===== config.mk =====
export PLATFORM = sky130hd
export DESIGN_NAME = pulse_delay_host
export DESIGN_NICKNAME = d
export VERILOG_FILES = /design/src/common/pulse_delay_pkg.sv /design/src/hdl/delay_calc.sv /design/src/hdl/pulse_delay_host.sv
export VERILOG_INCLUDE_DIRS = /design/src /design/src/common
export SDC_FILE = /design/constraint.sdc
export NUM_CORES = 1
export LEC_CHECK = 0
export BUFFER_PORTS_ARGS = -buffer_cell sky130_fd_sc_hd__buf_2
export CAP_MARGIN = 20
export CORE_MARGIN = 2
export CORE_UTILIZATION = 45
export CTS_CLUSTER_SIZE = 12
export DETAILED_ROUTE_END_ITERATION = 12
export GPL_TIMING_DRIVEN = 1
export MAX_ROUTING_LAYER = met4
export PLACE_DENSITY = 0.71
export REMOVE_ABC_BUFFERS = 1
export SYNTH_ARGS = -nofsm -noshare
export SYNTH_HDL_FRONTEND = slang
export SYNTH_SLANG_ARGS = --single-unit
export TNS_END_PERCENT = 1

===== constraint.sdc =====
create_clock -name clock -period 15.1 [get_ports clock]
set_clock_uncertainty 0.15 [all_clocks]
set_input_delay 2.265 -clock clock [delete_from_list [all_inputs] [get_ports clock]]
set_output_delay 2.265 -clock clock [all_outputs]
set_load 0.02 [all_outputs]

===== src/common/pulse_delay_defs.svh =====
/*
 * Timing constants for the delay generator host controller.
 * Assumes a 50 MHz system clock; the including file supplies the arithmetic context.
 */
`ifndef PULSE_DELAY_DEFS_SVH
`define PULSE_DELAY_DEFS_SVH

// -------------------------------------------------------------------------
// Clock and timing
// -------------------------------------------------------------------------
`define CLK_PERIOD_NS        20
`define THRESHOLD_SETTLE_NS  30
`define THRESHOLD_SETTLE_CYC ((`THRESHOLD_SETTLE_NS + `CLK_PERIOD_NS - 1) / `CLK_PERIOD_NS)
`define RAMP_SETTLE_NS       100
`define RAMP_SETTLE_CYC      ((`RAMP_SETTLE_NS + `CLK_PERIOD_NS - 1) / `CLK_PERIOD_NS)
`define MIN_PROP_DELAY_NS    20
`define MIN_PROP_DELAY_CYC   ((`MIN_PROP_DELAY_NS + `CLK_PERIOD_NS - 1) / `CLK_PERIOD_NS)
`define FULL_SCALE_NS        100
`define CODE_STEPS           256
`define RESET_WIDTH_CYC      2
`define TRIGGER_WIDTH_CYC    2

`endif


===== src/common/pulse_delay_pkg.sv =====
/*
 * Types shared by the delay generator host controller.
 * Assumes nothing beyond a SystemVerilog compiler.
 */
package pulse_delay_pkg;

    // -------------------------------------------------------------------------
    // Sequencer states
    // -------------------------------------------------------------------------
    typedef enum logic [2:0] {
        ST_IDLE,
        ST_LOAD,
        ST_SETTLE,
        ST_FIRE,
        ST_WAIT,
        ST_RESET,
        ST_RECOVER
    } seqState_t;

    typedef logic [7:0] delayCode_t;

endpackage


===== src/hdl/delay_calc.sv =====
/*
 * Converts a delay code into a cycle count: minimum delay plus code/256 of
 * the full-scale range, rounded up.
 * Assumes a registered, same-clock code input.
 */
`timescale 1ns/1ps
`include "pulse_delay_defs.svh"

module delay_calc
    import pulse_delay_pkg::*;
#(
    parameter int FULL_SCALE_NS = `FULL_SCALE_NS
) (
    input  wire logic        clock,
    input  wire logic        nrst,
    input  wire logic        clockEnable,
    input  wire delayCode_t  code,
    output logic      [15:0] totalCycles
);

    // -------------------------------------------------------------------------
    // Arithmetic
    // -------------------------------------------------------------------------
    localparam int STEP_DEN = `CODE_STEPS * `CLK_PERIOD_NS;

    // Rounds up so the external reset never lands before the output edge.
    function automatic logic [15:0] cyclesFor(input delayCode_t c);
        logic [31:0] num;
        num = 32'(c) * 32'(FULL_SCALE_NS) + 32'(STEP_DEN - 1);
        return 16'(num / 32'(STEP_DEN)) + 16'(`MIN_PROP_DELAY_CYC);
    endfunction

    logic [15:0] total_d;
    logic [15:0] total_q;

    // Next value of the cycle count.
    always_comb begin
        total_d = cyclesFor(code);
    end

    // Registered so the top sees a clean value.
    always_ff @(posedge clock or negedge nrst) begin
        if (!nrst) begin
            total_q <= 16'h0000;
        end else if (clockEnable) begin
            total_q <= total_d;
        end
    end

    assign totalCycles = total_q;

    zeroCodeMin_a: assert property (@(posedge clock) disable iff (!nrst)
        (clockEnable && code == 8'h00) |=> total_q == 16'(`MIN_PROP_DELAY_CYC))
        else $error("zero code does not give minimum delay");

endmodule


===== src/hdl/pulse_delay_host.sv =====
/*
 * Host controller that drives the programmable delay generator pins: code,
 * hold control, trigger and external reset, and watches its output.
 * Assumes the device output pin is asynchronous; it is synchronised here.
 */
//Contract
//- Wait 30 ns after hold before trigger.
//- Wait ramp settling after reset release.
//- Output fed to reset gives narrow pulse.
//- External reset no sooner than total delay.
//- Wider pulse by delayed or external reset.
`timescale 1ns/1ps
`include "pulse_delay_defs.svh"

module pulse_delay_host
    import pulse_delay_pkg::*;
#(
    parameter int FULL_SCALE_NS = `FULL_SCALE_NS,
    parameter int PULSE_EXTRA   = 0
) (
    input  wire logic        clock,
    input  wire logic        nrst,
    input  wire logic        clockEnable,
    input  wire logic        startReq,
    input  wire delayCode_t  startCode,
    input  wire logic        selfReset,
    input  wire logic        devOut,
    output logic             busy,
    output logic             done,
    output logic             outSeen,
    output delayCode_t       delayCodeOut,
    output logic             holdCtl,
    output logic             trigger,
    output logic             resetCtl
);

    // -------------------------------------------------------------------------
    // Output pin synchroniser
    // -------------------------------------------------------------------------
    logic syncA_q;
    logic syncB_q;

    // -------------------------------------------------------------------------
    // State
    // -------------------------------------------------------------------------
    seqState_t  state_q, state_d;
    logic [15:0] cnt_q, cnt_d;
    delayCode_t code_q, code_d;
    logic        hold_q, hold_d;
    logic        trig_q, trig_d;
    logic        rst_q, rst_d;
    logic        self_q, self_d;
    logic        seen_q, seen_d;
    logic        done_q, done_d;
    logic        busy_q, busy_d;
    logic [15:0] totalCycles;

    delay_calc #(
        .FULL_SCALE_NS (FULL_SCALE_NS)
    ) u_calc (
        .clock         (clock),
        .nrst          (nrst),
        .clockEnable   (clockEnable),
        .code          (code_q),
        .totalCycles   (totalCycles)
    );

    // Next values of the sequencer.
    always_comb begin
        state_d = state_q;
        cnt_d   = cnt_q;
        code_d  = code_q;
        hold_d  = hold_q;
        trig_d  = trig_q;
        rst_d   = rst_q;
        self_d  = self_q;
        seen_d  = seen_q;
        done_d  = 1'b0;
        case (state_q)
            ST_IDLE: begin
                if (startReq) begin
                    code_d  = startCode;
                    self_d  = selfReset;
                    hold_d  = 1'b0;
                    seen_d  = 1'b0;
                    rst_d   = 1'b0;
                    // A device reset still held from power-up needs ramp settling first.
                    cnt_d   = rst_q ? 16'(`RAMP_SETTLE_CYC) : 16'(`THRESHOLD_SETTLE_CYC);
                    state_d = ST_LOAD;
                end
            end
            ST_LOAD: begin
                hold_d  = 1'b1;
                state_d = ST_SETTLE;
            end
            ST_SETTLE: begin
                // Triggering earlier would be accepted but inaccurate.
                if (cnt_q <= 16'h0001) begin
                    trig_d  = 1'b1;
                    cnt_d   = 16'(`TRIGGER_WIDTH_CYC);
                    state_d = ST_FIRE;
                end else begin
                    cnt_d = cnt_q - 16'h0001;
                end
            end
            ST_FIRE: begin
                if (cnt_q <= 16'h0001) begin
                    trig_d  = 1'b0;
                    cnt_d   = totalCycles + 16'(PULSE_EXTRA);
                    state_d = ST_WAIT;
                end else begin
                    cnt_d = cnt_q - 16'h0001;
                end
            end
            ST_WAIT: begin
                // Both modes wait out the full delay, so a looped reset has fired first.
                if (cnt_q <= 16'h0001) begin
                    rst_d   = !self_q;
                    cnt_d   = 16'(`RESET_WIDTH_CYC);
                    state_d = ST_RESET;
                end else begin
                    cnt_d = cnt_q - 16'h0001;
                end
            end
            ST_RESET: begin
                if (cnt_q <= 16'h0001) begin
                    rst_d   = 1'b0;
                    cnt_d   = 16'(`RAMP_SETTLE_CYC);
                    state_d = ST_RECOVER;
                end else begin
                    cnt_d = cnt_q - 16'h0001;
                end
            end
            ST_RECOVER: begin
                if (cnt_q <= 16'h0001) begin
                    done_d  = 1'b1;
                    state_d = ST_IDLE;
                end else begin
                    cnt_d = cnt_q - 16'h0001;
                end
            end
            default: begin
                state_d = ST_IDLE;
            end
        endcase
        // The device output seen at any time is recorded for the caller.
        if (syncB_q) begin
            seen_d = 1'b1;
        end
        busy_d = (state_d != ST_IDLE);
    end

    // Registers of the sequencer and synchroniser.
    always_ff @(posedge clock or negedge nrst) begin
        if (!nrst) begin
            state_q <= ST_IDLE;
            cnt_q   <= 16'h0000;
            code_q  <= 8'h00;
            hold_q  <= 1'b1;
            trig_q  <= 1'b0;
            rst_q   <= 1'b1;
            self_q  <= 1'b0;
            seen_q  <= 1'b0;
            done_q  <= 1'b0;
            busy_q  <= 1'b0;
            syncA_q <= 1'b0;
            syncB_q <= 1'b0;
        end else if (clockEnable) begin
            state_q <= state_d;
            cnt_q   <= cnt_d;
            code_q  <= code_d;
            hold_q  <= hold_d;
            trig_q  <= trig_d;
            rst_q   <= rst_d;
            self_q  <= self_d;
            seen_q  <= seen_d;
            done_q  <= done_d;
            busy_q  <= busy_d;
            syncA_q <= devOut;
            syncB_q <= syncA_q;
        end
    end

    assign busy         = busy_q;
    assign done         = done_q;
    assign outSeen      = seen_q;
    assign delayCodeOut = code_q;
    assign holdCtl      = hold_q;
    assign trigger      = trig_q;
    assign resetCtl     = rst_q;

    // -------------------------------------------------------------------------
    // Assertions
    // -------------------------------------------------------------------------
    holdBeforeTrig_a: assert property (@(posedge clock) disable iff (!nrst)
        $rose(trig_q) |-> $past(hold_q, 2))
        else $error("trigger without settled hold");
    codeStable_a: assert property (@(posedge clock) disable iff (!nrst)
        (hold_q && $past(hold_q)) |-> $stable(code_q))
        else $error("code changed while held");
    resetNoTrig_a: assert property (@(posedge clock) disable iff (!nrst)
        rst_q |-> !trig_q)
        else $error("trigger while reset high");
    settleAfterReset_a: assert property (@(posedge clock) disable iff (!nrst)
        $fell(rst_q) |-> !trig_q [*5])
        else $error("trigger inside ramp settling");
    resetLate_a: assert property (@(posedge clock) disable iff (!nrst)
        $rose(trig_q) |-> !rst_q [*3])
        else $error("reset too soon after trigger");
    doneOnly_a: assert property (@(posedge clock) disable iff (!nrst)
        done_q |-> state_q == ST_IDLE)
        else $error("done outside idle");
    transp_a: assert property (@(posedge clock) disable iff (!nrst)
        (state_q == ST_IDLE && startReq && clockEnable) |=> !hold_q)
        else $error("hold not opened for load");
    selfNoRst_a: assert property (@(posedge clock) disable iff (!nrst)
        (self_q && state_q == ST_RESET) |-> !rst_q)
        else $error("reset driven in self reset mode");

    fire_c: cover property (@(posedge clock) disable iff (!nrst) $rose(trig_q));
    ext_c: cover property (@(posedge clock) disable iff (!nrst) $rose(rst_q));
    done_c: cover property (@(posedge clock) disable iff (!nrst) done_q);

endmodule


After elaboration in Yosys (flattened, before gate mapping)
Cells that the tools add are included.

word-level totals
  register bits = 52
  latch bits = 0
  bits in writable memories = 0
  memory bits (read-only) = 0
  input port bits = 14
  output and inout bits = 14
  word-level logic and storage cells = 72
  memories kept = 0

cells by class
  $add $sub $neg = 3
  multipliers = 1
  div/mod/pow operators = 1
  order comparisons = 1
  equal/unequal tests = 12
  shift operators = 0
  multiplexer cells = 25
  bitwise logic cells = 0
  reduce and logical (&&, ||, !) cells = 16

operators with widths
  operator                  number
  $mux W16                  5
  $pmux W16 S5              1
  $div A32 B13 Y32 const B  1
  $mux W3                   7
  $pmux W3 S7               1
  $add A15 B13 Y16 const B  1
  $add A16 B1 Y16 const B   1
  $le A16 B1 Y1 const B     1
  $sub A16 B1 Y16 const B   1
  $mul A8 B5 Y13 const B    1
  $ne A2 B2 Y1 const B      6
  $eq A3 B3 Y1 const B      3
  $reduce_and A3 Y1         3
  $mux W1                   8
  $reduce_and A4 Y1         2
  $reduce_bool A2 Y1        4
  $eq A3 B2 Y1 const B      2
  $reduce_bool A3 Y1        2
  $reduce_and A5 Y1         1
  $reduce_bool A5 Y1        1
  $pmux W1 S2               2
  $eq A3 B1 Y1 const B      1
  $logic_not A3 Y1          1
  $pmux W1 S3               1
  other kinds (2)           2

Depth between registers and ports, before layout
  depth after elaboration = 4
  mapped depth = 27
  mapped depth without buffers = 24

Hierarchy
Synthesis repeated with hierarchy kept, for this count alone.

unflattened totals
  cell total of the unflattened synthesis = 435
  area total of the unflattened synthesis = 3890.0 um^2

by module, submodules not included
  module            instances  cells each  area each (um^2)  sequential area each (um^2)
  pulse_delay_host  1          231         2169.6            903.4
  delay_calc        1          204         1720.4            125.1

Worst setup path after synthesis
OpenSTA, ideal clock, no wires.

  path kind = flip-flop to flip-flop
  start = reg code_q[1], in the netlist delayCodeOut[1]
  end = reg u_calc.total_q[1], in the netlist u_calc.totalCycles[1]
  setup time = 125 ps
  data arrival time = 6006 ps
  required time = 14825 ps
  setup slack = 8819 ps
  stages on the path, launching flop included = 24
  buffers on the path = 2
  period minus slack after synthesis = 6281 ps
  cells stage by stage = dfrtp_1 > inv_1 > ha_1 > ha_1 > ha_1 > fa_1 > a211oi_1 > o21ai_1 > a211oi_1 > clkbuf_1 > nand2_1 > a2bb2oi_1 > o31a_1 > ha_1 > a2111oi_4 > nand4_1 > a2111o_1 > and2_1 > buf_4 > xnor2_1 > or4_4 > nand2_1 > ha_1 > mux2_2

between the ends
  word-level cells in the longest chain between the ends = 4

ends and longest elaborated chain
  item                         line                     source
  from (decl)                  pulse_delay_host.sv:48   delayCode_t code_q, code_d;
  from (signal assigned)       pulse_delay_host.sv:171  code_q <= code_d;
  $mul A8 B5 Y13               delay_calc.sv:29         num = 32'(c) * 32'(FULL_SCALE_NS) + 32'(STEP_DEN - 1);
  $add A15 B13 Y16             delay_calc.sv:29
  $div A32 B13 Y32             delay_calc.sv:30         return 16'(num / 32'(STEP_DEN)) + 16'(`MIN_PROP_DELAY_CYC);
  $add A16 B1 Y16              delay_calc.sv:30
  named net u_calc.total_d[1]  delay_calc.sv:33         logic [15:0] total_d;
  to (signal assigned)         delay_calc.sv:46         total_q <= total_d;
  to (decl)                    delay_calc.sv:34         logic [15:0] total_q;

The timed path passes the listed nets, and every way through them passes these cells.
A chain may end at the register's enable or synchronous reset.

Worst setup path after layout
Same ends and word-level chain as after synthesis.

==> flow_summary.json <==
{
  "final_antenna_net_count": 0,
  "initial_utilization_pct": 46.7,
  "status": "finished clean",
  "cts_tree": "done",
  "seqCellArea_mm2": 0.00103,
  "period_share_pct": 43.8,
  "cp_slowest_cell": "xor2_1",
  "worst_setup_path_start_kind": "flop",
  "num-fill-cells": 695,
  "synth-edff-count": 0,
  "design.die.area_mm2": 0.00828,
  "post-cts-setup-buffers": 0,
  "cts_sinks": 41,
  "reg2reg_slack_ns": 8.49,
  "synthArstFlopShare_pct": 100,
  "holdBufCountCts": 0,
  "cp_common_cell": "ha_1",
  "fp.coreArea_mm2": 0.00729,
  "setup_viol": 0,
  "vias": 2969,
  "crit_path_max_incr_delay_ns": 0.65,
  "yosysSeqAreaShare_pct": 30.2,
  "synth_top_cell_area_share_pct": 28.6,
  "yosysWarnings": 0,
  "period_minus_slack_ns": 6.61,
  "path_class": "reg2reg",
  "syn_area_per_cell_um2": 8.71,
  "antenna_cells": 0,
  "drive_above_1_share_pct": 14.3,
  "grt_pass1_wl_um": 13100,
  "fmax_ghz": 0.151,
  "synth_top_area_cell": "dfrtp_1",
  "fin_tns_setup_ns": 0,
  "nNetsFinal": 465,
  "r2r_end": "u_calc.totalCycles[1]",
  "cp-endpoint": "u_calc.totalCycles[1]",
  "cts.clk_slew.worst_paths_ns": 0.09,
  "die_w_um": 91.0,
  "tightest_slew_ns": 0.942,
  "cts-root-buf": "clkbuf_8",
  "syn_area_mm2": 0.00341,
  "startpoint": "delayCodeOut[1]",
  "row_count": 31,
  "drt-initial-drc-count": 184,
  "avgRoutedWirePerCell_um": 14.7,
  "clock_latency_ns": 0.29,
  "globalplace.congestion": 0.960,
  "htree_levels": 2,
  "hold_viol_final": 0,
  "min_path_type": "reg2reg",
  "first_pass_iters": 5,
  "routed_wl_um": 7540,
  "multi_input_area_mm2": 0.00223,
  "synthFlopType": "dfrtp_1",
  "yosys.cell_types.count": 68,
  "max_slew_margin_pct": 36.8,
  "first_global_vias": 2842,
  "antenna_found_initial": 0,
  "yosys-top-cells-area": "dfrtp_1, ha_1, o21ai_0",
  "cts_resized": 0,
  "reg2reg_depth": 21,
  "rsz0062_at_grt": "false",
  "max_cap_viol_count": 0,
  "grt_max_degree": 42,
  "cts_buffer_depth": 2,
  "dieHeight_um": 91.0,
  "globalRouteOverflowTotal": 0,
  "avgViaCountPerCell": 5.79,
  "drc": 0,
  "cp.required_ns": 15.13,
  "cp.arrival_ns": 6.63,
  "dp_hpwl_um": 5750,
  "finalMaxSlewViolations": 0,
  "grtUsageTotal_pct": 19.2,
  "io_buffers": 27,
  "numCtsBuffers": 5,
  "synth.ff_latch_count": 41,
  "rr_startpoint": "delayCodeOut[1]",
  "crit_fanout": 11,
  "syn_inst": 391,
  "path_cells": "inv_1, ha_1, ha_1, ha_1, fa_1, a211oi_1, o21ai_1, xor2_1, nor3_1, a22oi_1, o31a_1, ha_1, a2111oi_4, nand4_1, a2111o_1, and2_1, xnor2_1, or4_4, nand2_1, ha_1, mux2_2",
  "ios": 28,
  "end_kind": "flop",
  "areaGrowthSynthToFinish_pct": 9.95
}
-- synthesized netlist by cell type, types with 4 or more instances --
| library cell | n |
|---|---|
| nand2_1 | 40 |
| dfrtp_1 | 39 |
| ha_1 | 35 |
| o21ai_0 | 32 |
| nor2_1 | 31 |
| a21oi_1 | 24 |
| inv_1 | 24 |
| clkbuf_1 | 11 |
| xor2_1 | 11 |
| nor3_1 | 10 |
| nand3_1 | 9 |
| mux2_2 | 7 |
| nand4_1 | 7 |
| a211oi_1 | 5 |
| nand2b_1 | 5 |
| o211ai_1 | 5 |
| xnor2_1 | 5 |
| a32oi_1 | 4 |
| nand4b_1 | 4 |
| nor3b_1 | 4 |
| o221ai_1 | 4 |
-- registers in the layout, indices dropped and copies added, names as in the netlist --
name	cells
cnt_q	16
delayCodeOut	8
u_calc.totalCycles	5
state_q	3
busy	1
done	1
holdCtl	1
outSeen	1
resetCtl	1
self_q	1
syncA_q	1
syncB_q	1
trigger	1
-- per-layer routing --
layer	wire, um	up-vias	global-route usage [%]
li1	-	1490	-
met1	3600	1388	25.1
met2	3570	79	31.9
met3	285	12	2.16
met4	80	0	4.80
met5	0	-	-
-- cells by family after synthesis --
group	share of synthesized area, %
xor gates and xnor gates	4.59
and+or+nand+nor	19.7
adders and majority gates	14.6
AOI/OAI and AO/OA	24.1
buffers and inverters	4.48
DFF	30.2
muxes	2.31
-- metrics by stage --
step | worst slack, ns | hold slack (ns) | instances | utilization, % | cell area (um2)
after floorplan | 8.63 | 0.242 | 376 | - | 3340
after global placement | 8.78 | 0.261 | 505 | 49.7 | 3630
after detailed placement | 8.57 | 0.279 | 505 | 49.7 | 3630
after CTS | 8.52 | 0.292 | 513 | 51.4 | 3750
after global routing | 8.12 | 0.321 | 513 | 51.4 | 3750
final | 8.49 | 0.290 | 513 | 51.4 | 3750
-- worst max-delay path, delay by kind of cell (launching register included) --
family	cells	cell delay, ns
compound gates	6	1.82
xor+xnor	2	0.79
fa+ha+maj	6	1.93
buf+inv	1	0.11
flops	1	0.42
mux	1	0.26
simple gates	5	1.00
-- cells in the final DEF, fill, tap and decap left out, types with 4 or more instances in the layout --
cell type | Yosys | routed
inv_1 | 24 | 24
buf_2 | 2 | 27
ha_1 | 35 | 35
nand3_1 | 9 | 9
nand2_1 | 40 | 40
nand4b_1 | 4 | 4
nor3_1 | 10 | 10
nor2_1 | 31 | 31
nand4_1 | 7 | 7
clkbuf_8 | 0 | 6
xor2_1 | 11 | 11
o221ai_1 | 4 | 4
o211ai_1 | 5 | 5
a211oi_1 | 5 | 5
o21ai_0 | 32 | 32
dfrtp_1 | 39 | 39
nor3b_1 | 4 | 4
a21oi_1 | 24 | 24
nand2b_1 | 5 | 5
a32oi_1 | 4 | 4
xnor2_1 | 5 | 5
mux2_2 | 7 | 7
-- how the worst min path moves through the flow --
stage	startpoint	endpoint	slack, ns	cells past startpoint
final	self_q	resetCtl	0.29	1
after global routing	self_q	resetCtl	0.32	1
after CTS	self_q	resetCtl	0.29	1
after detailed placement	self_q	resetCtl	0.28	1
after global placement	self_q	resetCtl	0.26	1
after floorplan	self_q	resetCtl	0.24	1
-- area by class of cell --
type,instances,share of cell area [%]
tap,99,3.31
multi-input combinational,311,59.4
clock buffer,6,2.20
sequential,41,27.5
clock inverter,2,1.00
inverter,24,2.40
timing repair buffer,30,4.21
Power is not shown: default switching activity piles up to over one toggle a cycle in this logic, so the estimate is an artifact.
